File: config.mk
export PLATFORM = sky130hd
export DESIGN_NAME = ubp_top
export DESIGN_NICKNAME = d
export VERILOG_FILES = /design/src/ubp_fifo.v /design/src/ubp_spi_slave.v /design/src/ubp_top.v
export VERILOG_INCLUDE_DIRS = /design/src
export SDC_FILE = /design/constraint.sdc
export NUM_CORES = 1
export LEC_CHECK = 0
export BUFFER_PORTS_ARGS = -buffer_cell sky130_fd_sc_hd__buf_4
export CORE_ASPECT_RATIO = 0.7
export CORE_MARGIN = 2
export CORE_UTILIZATION = 53
export DETAILED_ROUTE_END_ITERATION = 16
export GPL_ROUTABILITY_DRIVEN = 0
export GPL_TIMING_DRIVEN = 0
export HOLD_SLACK_MARGIN = 0.06
export PLACE_DENSITY_LB_ADDON = 0.25
export SYNTH_ARGS = -nofsm -noshare
export SYNTH_HDL_FRONTEND = slang
export SYNTH_SLANG_ARGS = --single-unit
File: constraint.sdc
create_clock -name clock -period 5.7 [get_ports clock]
set_clock_uncertainty 0.2 [all_clocks]
set_input_delay 0 -clock clock [delete_from_list [all_inputs] [get_ports clock]]
set_output_delay 0 -clock clock [all_outputs]
set_load 0.02 [all_outputs]
File: src/ubp_regs.vh
// Register map, field positions, reset values and sizes of the rx buffer block
`ifndef UBP_REGS_VH
`define UBP_REGS_VH
`define UBP_ADDR_RX_STATUS 8'h19
`define UBP_ADDR_RX_SPACE 8'h1b
`define UBP_ADDR_TXQ_SEL 8'h95
`define UBP_ADDR_FETCH_PTR 8'h97
`define UBP_ADDR_STORE_PTR 8'h99
`define UBP_ADDR_NEXT_PTR 8'h9b
`define UBP_ADDR_FLAG_WR 8'h0a
`define UBP_ADDR_FLAG_RD 8'h0b
`define UBP_ADDR_EN_WR 8'h0c
`define UBP_ADDR_EN_RD 8'h0d
`define UBP_CMD_RXBUF_RD 8'h93
`define UBP_CMD_SKIP 8'h94
`define UBP_BIT_FIRST 2
`define UBP_BIT_FAULT 1
`define UBP_BIT_RXERR_FLAG 0
`define UBP_TXQ_SEND_LSB 2
`define UBP_DEPTH 8'h3e
`define UBP_LAST_LOC 8'h3d
`define UBP_RST_SPACE 8'h3e
`define UBP_RST_FETCH 8'h00
`define UBP_RST_STORE 8'h01
`define UBP_RST_NEXT 8'h00
`define UBP_SPI_BITS 3'h7
`endif

File: src/ubp_fifo.v
// Small valid/ready FIFO with registered full and empty flags
`timescale 1ns/1ps
module ubp_fifo #(
   parameter WIDTH = 10,
   parameter DEPTH = 4,
   parameter AW = 2
) (
   input wire clock,
   input wire rst,
   input wire in_valid,
   input wire [WIDTH-1:0] in_data,
   output wire in_ready,
   output wire out_valid,
   output wire [WIDTH-1:0] out_data,
   input wire out_ready
);
   reg [WIDTH-1:0] mem_q [0:DEPTH-1];
   reg [AW-1:0] wr_q;
   reg [AW-1:0] rd_q;
   reg [AW:0] cnt_q;
   reg full_q;
   reg empty_q;
   wire push = in_valid & ~full_q;
   wire pop = out_ready & ~empty_q;
   wire [AW:0] cnt_d = cnt_q + {{AW{1'b0}}, push} - {{AW{1'b0}}, pop};
   localparam [AW:0] DEPTH_C = DEPTH[AW:0];
   localparam integer LAST_I = DEPTH - 1;
   localparam [AW-1:0] LAST_C = LAST_I[AW-1:0];

   assign in_ready = ~full_q;
   assign out_valid = ~empty_q;
   assign out_data = mem_q[rd_q];

   always @(posedge clock) begin
      if (push) begin
         mem_q[wr_q] <= in_data;
      end
   end

   always @(posedge clock) begin
      if (rst) begin
         wr_q <= {AW{1'b0}};
         rd_q <= {AW{1'b0}};
         cnt_q <= {(AW+1){1'b0}};
         full_q <= 1'b0;
         empty_q <= 1'b1;
      end else begin
         if (push) begin
            wr_q <= (wr_q == LAST_C) ? {AW{1'b0}} : wr_q + 1'b1;
         end
         if (pop) begin
            rd_q <= (rd_q == LAST_C) ? {AW{1'b0}} : rd_q + 1'b1;
         end
         cnt_q <= cnt_d;
         full_q <= (cnt_d == DEPTH_C);
         empty_q <= (cnt_d == {(AW+1){1'b0}});
      end
   end
endmodule // ubp_fifo

File: src/ubp_spi_slave.v
// SPI mode 0 slave, pins oversampled by the system clock
`timescale 1ns/1ps
`include "ubp_regs.vh"
module ubp_spi_slave (
   input wire clock,
   input wire rst,
   input wire sclk,
   input wire cs_n,
   input wire mosi,
   input wire [7:0] tx_byte,
   output reg byte_done,
   output reg [7:0] rx_byte,
   output reg first_byte,
   output reg miso,
   output reg miso_oe
);
   reg [2:0] s1_q;
   reg [2:0] s2_q;
   reg sclk_prev_q;
   reg [2:0] cnt_q;
   reg [7:0] sh_in_q;
   reg [7:0] sh_out_q;
   reg first_q;
   wire sclk_s = s2_q[0];
   wire cs_s_n = s2_q[1];
   wire mosi_s = s2_q[2];
   wire rise = sclk_s & ~sclk_prev_q;
   wire fall = ~sclk_s & sclk_prev_q;

   always @(posedge clock) begin
      if (rst) begin
         s1_q <= 3'h2;
         s2_q <= 3'h2;
         sclk_prev_q <= 1'b0;
         cnt_q <= 3'h0;
         sh_in_q <= 8'h00;
         sh_out_q <= 8'h00;
         first_q <= 1'b1;
         byte_done <= 1'b0;
         rx_byte <= 8'h00;
         first_byte <= 1'b0;
         miso <= 1'b0;
         miso_oe <= 1'b0;
      end else begin
         s1_q <= {mosi, cs_n, sclk};
         s2_q <= s1_q;
         sclk_prev_q <= sclk_s;
         miso_oe <= ~cs_s_n;
         byte_done <= 1'b0;
         if (cs_s_n) begin
            cnt_q <= 3'h0;
            first_q <= 1'b1;
            sh_out_q <= 8'h00;
            miso <= 1'b0;
         end else if (rise) begin
            sh_in_q <= {sh_in_q[6:0], mosi_s};
            cnt_q <= cnt_q + 3'h1;
            if (cnt_q == `UBP_SPI_BITS) begin
               byte_done <= 1'b1;
               rx_byte <= {sh_in_q[6:0], mosi_s};
               first_byte <= first_q;
               first_q <= 1'b0;
            end
         end else if (fall) begin
            // Next byte is loaded at the fall after a byte, when the
            // caller has had several clocks to prepare it
            if (cnt_q == 3'h0 && !first_q) begin
               miso <= tx_byte[7];
               sh_out_q <= {tx_byte[6:0], 1'b0};
            end else begin
               miso <= sh_out_q[7];
               sh_out_q <= {sh_out_q[6:0], 1'b0};
            end
         end
      end
   end
endmodule // ubp_spi_slave

File: src/ubp_top.v
// Receive buffer, pointers, status and interrupt flag behind an SPI port
//
// Contract
// Reserved register bits always read zero
// Bit 2 marks first byte of message
// Bit 1 marks Manchester or parity fault
// Fault bit is the rx error flag source
// Free space register, resets to 62
// Send queue selector, two bits, reset zero; read straight from the tx_send_queue input, which no reset touches
// Load queue selector, two bits, reset zero; read straight from the load_queue_sel input, which no reset touches
// Fetch pointer resets zero, advances on reads
// Store pointer resets one, tracks UART writes
// Next message pointer resets zero
// Skip command copies next into fetch
// Status bits follow condition level, no latch
// Flag sets on enabled status rising edge
// Flag cleared only by writing zero
// Status already high does not set flag
// Interrupt pin low while flag set
// Pointers wrap at 62, space tracks fill
`timescale 1ns/1ps
`include "ubp_regs.vh"
module ubp_top (
   input wire clock,
   input wire rst,
   input wire spi_sclk,
   input wire spi_cs_n,
   input wire spi_mosi,
   output wire spi_miso,
   output wire spi_miso_oe,
   output reg int_n,
   input wire rx_in_valid,
   input wire [7:0] rx_in_data,
   input wire rx_in_first,
   input wire rx_in_err,
   output reg rx_in_ready,
   input wire [1:0] tx_send_queue,
   input wire [1:0] load_queue_sel
);
   localparam [2:0] ST_IDLE = 3'h0;
   localparam [2:0] ST_RREG = 3'h1;
   localparam [2:0] ST_RBUF = 3'h2;
   localparam [2:0] ST_WRITE = 3'h3;
   localparam [2:0] ST_DONE = 3'h4;
   localparam [2:0] FIFO_FULL = 3'h4;

   reg [7:0] data_mem_q [0:61];
   reg [61:0] first_mem_q;
   reg [61:0] err_mem_q;
   reg [7:0] fetch_q, fetch_d;
   reg [7:0] store_q, store_d;
   reg [7:0] next_q, next_d;
   reg [7:0] used_q, used_d;
   reg pend_q, pend_d;
   reg [2:0] st_q;
   reg [2:0] st_d;
   reg [2:0] fill_q, fill_d;
   reg [7:0] addr_q;
   reg [7:0] tx_q;
   reg en_q;
   reg flag_q, flag_d;
   reg err_prev_q;
   reg [7:0] rd_val;
   reg [7:0] skip_used;
   wire byte_done;
   wire [7:0] byte_val;
   wire byte_first;
   wire f_valid;
   wire f_ready;
   wire take_in = rx_in_valid & rx_in_ready;
   wire [9:0] f_data;

   function [7:0] wrap_inc;
      input [7:0] p;
      begin
         wrap_inc = (p == `UBP_LAST_LOC) ? 8'h00 : p + 8'h01;
      end
   endfunction

   ubp_spi_slave u_spi (
      .clock(clock),
      .rst(rst),
      .sclk(spi_sclk),
      .cs_n(spi_cs_n),
      .mosi(spi_mosi),
      .tx_byte(tx_q),
      .byte_done(byte_done),
      .rx_byte(byte_val),
      .first_byte(byte_first),
      .miso(spi_miso),
      .miso_oe(spi_miso_oe)
   );

   // Absorbs UART bytes while the buffer is full; its ready is left open, rx_in_ready is registered from fill_d
   ubp_fifo #(.WIDTH(10), .DEPTH(FIFO_FULL), .AW(2)) u_fifo (
      .clock(clock),
      .rst(rst),
      .in_valid(take_in),
      .in_data({rx_in_first, rx_in_err, rx_in_data}),
      .in_ready(),
      .out_valid(f_valid),
      .out_data(f_data),
      .out_ready(f_ready)
   );

   // stall when full
   assign f_ready = (used_q != `UBP_DEPTH);
   wire store_en = f_valid & f_ready;
   wire have_data = (used_q != 8'h00);
   // slot one behind store
   wire [7:0] wr_loc = (store_q == 8'h00) ? `UBP_LAST_LOC : store_q - 8'h01;
   wire [5:0] wr_idx = wr_loc[5:0];
   wire [5:0] rd_idx = fetch_q[5:0];

   // first-byte status
   wire stat_first = have_data & first_mem_q[rd_idx];
   // fault status
   // pure level of the byte at the fetch pointer
   wire stat_fault = have_data & err_mem_q[rd_idx];

   wire cmd_rbuf = byte_done & byte_first & (byte_val == `UBP_CMD_RXBUF_RD);
   wire cmd_skip = byte_done & byte_first & (byte_val == `UBP_CMD_SKIP);
   wire more_rbuf = byte_done & ~byte_first & (st_q == ST_RBUF);
   wire rd_en = (cmd_rbuf | more_rbuf) & have_data;
   wire wr_data = byte_done & ~byte_first & (st_q == ST_WRITE);
   wire [7:0] sel_addr = byte_first ? byte_val : addr_q;

   genvar gi;
   generate
      for (gi = 0; gi < 62; gi = gi + 1) begin : g_ent
         always @(posedge clock) begin
            if (store_en && wr_idx == gi) begin
               data_mem_q[gi] <= f_data[7:0];
               first_mem_q[gi] <= f_data[9];
               err_mem_q[gi] <= f_data[8];
            end
         end
      end
   endgenerate

   // unmapped and reserved bits read zero
   always @* begin
      rd_val = 8'h00;
      case (sel_addr)
         `UBP_ADDR_RX_STATUS: begin
            rd_val[`UBP_BIT_FIRST] = stat_first;
            rd_val[`UBP_BIT_FAULT] = stat_fault;
         end
         // free space report
         `UBP_ADDR_RX_SPACE: rd_val = `UBP_DEPTH - used_q;
         // send selector
         // load selector
         `UBP_ADDR_TXQ_SEL: rd_val = {4'h0, tx_send_queue, load_queue_sel};
         `UBP_ADDR_FETCH_PTR: rd_val = fetch_q;
         `UBP_ADDR_STORE_PTR: rd_val = store_q;
         `UBP_ADDR_NEXT_PTR: rd_val = next_q;
         `UBP_ADDR_FLAG_RD: rd_val[`UBP_BIT_RXERR_FLAG] = flag_q;
         `UBP_ADDR_EN_RD: rd_val[`UBP_BIT_RXERR_FLAG] = en_q;
         default: rd_val = 8'h00;
      endcase
   end

   // Bytes left after a skip, counted from the new fetch point
   always @* begin
      skip_used = used_q;
      if (next_q != fetch_q) begin
         if (wr_loc >= next_q) begin
            skip_used = wr_loc - next_q;
         end else begin
            skip_used = wr_loc + `UBP_DEPTH - next_q;
         end
      end
   end

   always @* begin
      fetch_d = fetch_q;
      store_d = store_q;
      next_d = next_q;
      pend_d = pend_q;
      used_d = used_q;
      // skip to next message
      if (cmd_skip) begin
         fetch_d = next_q;
         used_d = skip_used;
         pend_d = 1'b0;
      end else if (rd_en) begin
         // advance on host read
         fetch_d = wrap_inc(fetch_q);
         used_d = used_q - 8'h01;
         if (pend_q && fetch_q == next_q) begin
            pend_d = 1'b0;
         end
      end
      if (store_en) begin
         // wrap and count
         store_d = wrap_inc(store_q);
         used_d = used_d + 8'h01;
         // capture start of message
         if (f_data[9] && !pend_d) begin
            next_d = wr_loc;
            pend_d = 1'b1;
         end
      end
   end

   // Own count of FIFO words: ready stays a flop yet is never stale
   always @* begin
      fill_d = fill_q;
      if (take_in) begin
         fill_d = fill_d + 3'h1;
      end
      if (f_valid && f_ready) begin
         fill_d = fill_d - 3'h1;
      end
   end

   // Frame decode: the first byte picks the kind of frame
   always @* begin
      st_d = st_q;
      if (byte_done && byte_first) begin
         if (byte_val == `UBP_CMD_RXBUF_RD) begin
            st_d = ST_RBUF;
         end else if (byte_val == `UBP_CMD_SKIP) begin
            st_d = ST_DONE;
         end else if (byte_val[0]) begin
            st_d = ST_RREG;
         end else begin
            st_d = ST_WRITE;
         end
      end else if (byte_done) begin
         case (st_q)
            // One data byte per write, later bytes are ignored
            ST_WRITE: st_d = ST_DONE;
            ST_RREG: st_d = ST_RREG;
            ST_RBUF: st_d = ST_RBUF;
            ST_DONE: st_d = ST_DONE;
            default: st_d = ST_IDLE;
         endcase
      end
   end

   // enabled rising edge sets
   // fault bit is the source
   // high level alone never sets
   wire err_rise = stat_fault & ~err_prev_q;
   always @* begin
      flag_d = flag_q;
      // only a written zero clears
      if (wr_data && addr_q == `UBP_ADDR_FLAG_WR &&
          !byte_val[`UBP_BIT_RXERR_FLAG]) begin
         flag_d = 1'b0;
      end
      // A new event in the clearing cycle must not be lost
      if (err_rise && en_q) begin
         flag_d = 1'b1;
      end
   end

   always @(posedge clock) begin
      if (rst) begin
         fetch_q <= `UBP_RST_FETCH;
         store_q <= `UBP_RST_STORE;
         next_q <= `UBP_RST_NEXT;
         used_q <= `UBP_DEPTH - `UBP_RST_SPACE;
         pend_q <= 1'b0;
         st_q <= ST_IDLE;
         fill_q <= 3'h0;
         addr_q <= 8'h00;
         tx_q <= 8'h00;
         en_q <= 1'b0;
         flag_q <= 1'b0;
         err_prev_q <= 1'b0;
         int_n <= 1'b1;
         rx_in_ready <= 1'b0;
      end else begin
         fetch_q <= fetch_d;
         store_q <= store_d;
         next_q <= next_d;
         used_q <= used_d;
         pend_q <= pend_d;
         flag_q <= flag_d;
         err_prev_q <= stat_fault;
         // active low interrupt
         int_n <= ~flag_q;
         // Room counted after this edge, so ready never promises a full FIFO
         rx_in_ready <= (fill_d != FIFO_FULL);
         fill_q <= fill_d;
         st_q <= st_d;
         if (wr_data && addr_q == `UBP_ADDR_EN_WR) begin
            en_q <= byte_val[`UBP_BIT_RXERR_FLAG];
         end
         if (byte_done) begin
            if (byte_first) begin
               addr_q <= byte_val;
            end
            tx_q <= 8'h00;
            if (cmd_rbuf || more_rbuf) begin
               tx_q <= have_data ? data_mem_q[rd_idx] : 8'h00;
            end else if (byte_first ? byte_val[0] : (st_q == ST_RREG)) begin
               tx_q <= rd_val;
            end
         end
      end
   end
endmodule // ubp_top

---- Word level (Yosys, flattened, before mapping) ----
Memory sizes are Yosys's and may differ from the RTL's. A register that Yosys moved wholly into a read port is not among the register bits.
Cells that the tools add are included.
storage, ports and cells
  bits in registers ....................... 231
  memory bits (writable) .................. 536
  input port bits ......................... 20
  output and inout bits ................... 4
  memories ................................ 2
memories
  name          words  bits a word  rd ports  clocked after memory_dff  write ports  RTL line       text
  data_mem_q    62     8            1         1                         1            ubp_top.v:47   reg [7:0] data_mem_q [0:61];
  u_fifo.mem_q  4      10           1         1                         1            ubp_fifo.v:17  reg [WIDTH-1:0] mem_q [0:DEPTH-1];
cells by class
  $add $sub $neg .......................... 16
  $lt $le $gt $ge ......................... 2
  eq/ne operators ......................... 87
  mux-type cells .......................... 355
  bitwise logic cells ..................... 25
  reductions and logical operators ........ 152
operators by type and width
  kind                                              number
  two-way mux 8 bit                                 76
  OR reduction 8 bit                                61
  two-way mux 6 bit                                 63
  two-way mux 1 bit                                 199
  == test 6 bit, second input constant              30
  == test 6 x 5 -> 1 bit, second input constant     16
  logical AND 1 bit                                 71
  == test 6 x 4 -> 1 bit, second input constant     8
  == test 8 bit, second input constant              6
  == test 8 x 4 -> 1 bit, second input constant     4
  one-hot mux 5 bit (5 select lines)                1
  adder 8 x 1 -> 8 bit, second input constant       3
  == test 6 x 3 -> 1 bit, second input constant     4
  two-way mux 3 bit                                 6
  == test 8 x 5 -> 1 bit, second input constant     2
  == test 8 x 6 -> 1 bit, second input constant     2
  subtractor 8 x 1 -> 8 bit, second input constant  2
  subtractor 8 bit                                  2
  bitwise AND 1 bit                                 15
  binary-select mux 1 bit (select 6 bit)            2
  == test 6 x 2 -> 1 bit, second input constant     2
  one-hot mux 2 bit (6 select lines)                1
  two-way mux 2 bit                                 5
  == test 3 bit, second input constant              3
  other kinds (32)                                  53

---- Logic depth before layout (Yosys ltp) ----
  depth in word-level cells ............... 68
  depth in mapped cells ................... 18
  mapped depth without buffers ............ 17

---- Modules after synthesis ----
From an unflattened synthesis, not the netlist that was laid out.
unflattened totals
  cell total of the unflattened synthesis .. 1914
  area, all modules ....................... 32197.1 sq um
by module, submodules not included
  module         times used  cells an instance  area an instance (sq um)  sequential area each (sq um)
  ubp_top        1           1654               28843.9                   19939.1
  ubp_fifo       1           105                1964.4                    1421.4
  ubp_spi_slave  1           155                1388.8                    740.7

---- Worst setup path before layout ----
OpenSTA, ideal clock, no wires.
  path kind ............................... register to register
  from .................................... reg store_q[0]
  to ...................................... reg used_q[6]
  setup time .............................. 0.135 ns
  data arrival time ....................... 3.749 ns
  required time ........................... 5.365 ns
  slack ................................... 1.615 ns
  cell stages (with the launch flop) ...... 17
  path buffers ............................ 1
  period minus slack after synthesis ...... 4.085 ns
  cells stage by stage .................... dfxtp_1 inv_1 ha_1 and4b_1 clkbuf_1 nor2_1 ha_1 fa_1 nand2b_1 a311oi_1 nor3_1 xnor2_1 o221a_2 ha_1 nand3_1 o311ai_0 o41ai_1
between the ends
  word-level cells in the longest chain between the ends .. 9
  elaborated cells between the ends (all ways) .. 12
ends and longest elaborated chain
  element                                                              RTL line       text
  start, declared                                                      ubp_top.v:51   reg [7:0] store_q, store_d;
  start signal, assigned                                               ubp_top.v:262  store_q <= `UBP_RST_STORE;
  start signal, assigned                                               ubp_top.v:277  store_q <= store_d;
  subtractor 8 x 1 -> 8 bit / zero test 8 bit (equally long branches)  ubp_top.v:111  wire [7:0] wr_loc = (store_q == 8'h00) ? `UBP_LAST_LOC : store_q - 8'h01;
  two-way mux 8 bit *                                                  ubp_top.v:111
  adder 8 x 6 -> 8 bit (no source line)                                -
  subtractor 8 bit                                                     ubp_top.v:170  skip_used = wr_loc + `UBP_DEPTH - next_q;
  two-way mux 8 bit *                                                  ubp_top.v:167  if (wr_loc >= next_q) begin
  two-way mux 8 bit *                                                  ubp_top.v:166  if (next_q != fetch_q) begin
  two-way mux 8 bit *                                                  ubp_top.v:182  if (cmd_skip) begin
  adder 8 x 1 -> 8 bit                                                 ubp_top.v:197  used_d = used_d + 8'h01;
  two-way mux 8 bit *                                                  ubp_top.v:194  if (store_en) begin
  end signal, assigned                                                 ubp_top.v:264  used_q <= `UBP_DEPTH - `UBP_RST_SPACE;
  end signal, assigned                                                 ubp_top.v:279  used_q <= used_d;
  end, declared                                                        ubp_top.v:53   reg [7:0] used_q, used_d;
Every way passes the cells marked *; elsewhere a longest branch is shown, timed or not.
A chain may end at the register's enable or synchronous reset.

---- Final worst setup path ----
Same ends and word-level chain as after synthesis.

==> impl_metrics.yaml <==
status:
  status: "finished, final reports clean"
sta:
  fin_crit_ns: 5.35
  final_max_slew_viol_count: 0
  period_share_pct: 93.9
  worst_slack_ns: 0.349
  max_slew.worst_pin.slew_ns: 1.41
  setup_viol: 0
  rsz0062_at_grt: "false"
  slew_headroom_pct: 5.84
  tns_ns: 0
  fin_worst_hold_slack_ns: 0.170
  finalHoldViolCount: 0
  fmax_ghz: 0.187
pwr:
  leakagePower_nw: 11.2
  p_total_mw: 15.5
  p_per_area_nw_per_um2: 430
  ir_drop_uv: 375
clock_network:
  cts_tree: "yes"
  cts_max_level: 3
  clockBufferDepth: 3
  clkTransAtPathRegs_ns: 0.07
  cts.sinks: 774
  clock_latency_ns: 0.62
  cts_setup_buffers: 0
  root_buffer: "clkbuf_16"
  post_cts_resized: 0
  cts_hold_buf: 35
  cts_buffers: 72
place:
  placed_cells: 2744
  place_area_um2: 33300
  place_ws_ns: 0.526
  io_buffers: 23
  dp_hpwl_um: 55900
drt:
  antenna_left: 0
  num_vias: 18900
  drt_iter0_drc: 2947
  routed_wl_um: 84400
  route.detailed.drc: 0
  via_per_inst: 6.50
  wl_per_cell_um: 29.0
  first_pass_iters: 10
synthesis:
  synthesis.area_um2: 32200
  async_flop_share_pct: 0
  ys_ff_latch: 774
  yosys_warnings: 0
  ys_seq_area_share_pct: 68.7
  synthFlopType: "edfxtp_1"
  synthesis.instances: 1913
  synth_fp_nets: 1979
  avgSynthCellArea_um2: 16.8
  yosysUniqueCellTypes: 81
  synth_edf_count: 660
worst_setup_path:
  r2r_start: "store_q[0]"
  path_cells: "inv_1 -> ha_1 -> and4b_1 -> clkbuf_1 -> nor2_1 -> ha_1 -> fa_1 -> nand2b_1 -> a311oi_1 -> nor3_1 -> xnor2_1 -> o221a_2 -> ha_1 -> nand3_1 -> o311ai_0 -> o41ai_1"
  rr_endpoint: "used_q[6]"
  cpPeakStageDelay_ns: 0.84
  r2r_slack_ns: 0.35
  r2r_cells: 16
  cp_common_cell: "ha_1"
  required_ns: 6.00
  worstSetupEndpointType: "flip-flop"
  path_class: "reg -> reg"
  cp_data_arrival_time_ns: 5.65
  critPathLaunchType: "flip-flop"
  path_max_fanout: 9
  crit_path_top_delay_cell: "nor3_1"
floorplanning:
  start_util_pct: 53.6
  die_h_um: 210
  io_pins: 24
  rows: 75
  fp.dieW_um: 298
  floorplan.die_area_um2: 62700
  core-area_um2: 60000
cells_and_area:
  layout_commonest_cell: "edfxtp_1"
  syn_to_final_growth_pct: 12.3
  fillers: 4371
  drive_gt1_share_pct: 18.6
  final_area_um2: 36100
  postLayoutCoreUtil_pct: 60.2
  nets: 2114
  layout.cells.non_filler: 2912
  mostFrequentLayoutCells: "660 x edfxtp_1, 191 x mux4_2, 167 x nor2_1"
hold_path:
  whs_endpoint: "used_q[6]"
  hold_path_class: "in -> reg"
  min-delay-start: "rst"
  whs_path_depth: 5
global_routing:
  gr-total-overflow: 0
  grt_pass1_wl_um: 123000
  antenna_found_initial: 3
  grt_max_degree: 64
  grt_pass1_vias: 18100
  grt_usage_pct: 27.4
run:
  maxCapViolCount: 0
[synth_stat cells (all sizes together) (7+ instances only)]
| cell type | n | area [um^2] |
|---|---|---|
| a211oi | 23 | 173 |
| a21oi | 81 | 417 |
| a222oi | 7 | 70.1 |
| a31oi | 9 | 56.3 |
| and2 | 14 | 87.6 |
| and3 | 8 | 50.1 |
| buf | 42 | 206 |
| clkbuf | 60 | 225 |
| dfxtp | 114 | 2280 |
| edfxtp | 660 | 19800 |
| ha | 42 | 526 |
| inv | 49 | 184 |
| mux2 | 12 | 135 |
| mux2i | 45 | 450 |
| mux4 | 191 | 4300 |
| nand2 | 96 | 360 |
| nand2b | 9 | 56.3 |
| nand3 | 33 | 165 |
| nand3b | 9 | 67.6 |
| nand4 | 9 | 62.6 |
| nor2 | 169 | 634 |
| nor2b | 18 | 113 |
| nor3 | 16 | 91.3 |
| nor3b | 9 | 67.6 |
| nor4 | 10 | 75.1 |
| o21ai | 33 | 180 |
| o31ai | 11 | 96.3 |
| or3 | 7 | 43.8 |
| xnor2 | 26 | 228 |
| xor2 | 18 | 158 |
[cell type report]
cell class	instances	area, um^2	area share [%]
clock inverter	32	405	1.12
timing repair buffer	61	553	1.53
antenna	1	2.50	0.00693
clock buffer	97	1970	5.45
inverter	50	188	0.520
tap	808	1010	2.80
sequential	774	22100	61.2
multi-input combinational	987	9440	26.2
buffer	102	433	1.20
[critical path, delay by kind of cell (launching register included)]
family          cells  cell delay [ns]
simple gates        5             1.76
buf+inv             2             0.38
compound gates      4             0.93
xor+xnor            1             0.29
flops               1             0.65
fa+ha+maj           4             1.03
[power by group]
group          internal, mW  switching [mW]  total (mW)
clock network          2.81            2.09        4.90
registers              7.12           0.152        7.28
logic                 0.928            2.43        3.36
[kinds of logic (layout without fill, tap and decap cells)]
| logic type | count (synthesis) | count (layout) | share of synthesized area, % |
|---|---|---|---|
| multiplexers | 248 | 248 | 15.2 |
| flip-flops | 774 | 774 | 68.7 |
| AO/OA/AOI/OAI | 222 | 222 | 4.63 |
| AND/OR/NAND/NOR | 427 | 427 | 6.44 |
| other | 0 | 1 | 0 |
| adder cells (fa/ha/maj) | 46 | 46 | 1.88 |
| buffers and inverters | 152 | 342 | 1.93 |
| XOR/XNOR | 44 | 44 | 1.20 |
[routing by layer]
metal,GRT usage [%],part of all wire [%]
met4,6.50,2.2
met3,7.79,14
met2,37.5,41
met1,43.4,43
met5,0,0
[registers in the layout (all words and copies together) (netlist names), 7 cells and up, named ones only]
| name | flops |
|---|---|
| used_q | 8 |
| u_spi.sh_in_q | 7 |
| store_q | 8 |
| u_spi.sh_out_q | 7 |
| data_mem_q | 496 |
| u_fifo.mem_q | 40 |
| tx_q | 8 |
| first_mem_q | 62 |
| next_q | 8 |
| addr_q | 8 |
| err_mem_q | 62 |
| u_spi.rx_byte | 8 |
| fetch_q | 8 |
[how the worst max path moves through the flow]
stage                           from   endpoint  slack, ns
after floorplan           store_q[0]  used_q[6]       1.62
after global placement    store_q[0]  used_q[6]       0.62
after detailed placement  store_q[0]  used_q[6]       0.53
after CTS                 store_q[0]  used_q[6]       0.53
after global routing      store_q[0]  used_q[6]       0.08
final                     store_q[0]  used_q[6]       0.35
Power figures use the tool's default switching activity.
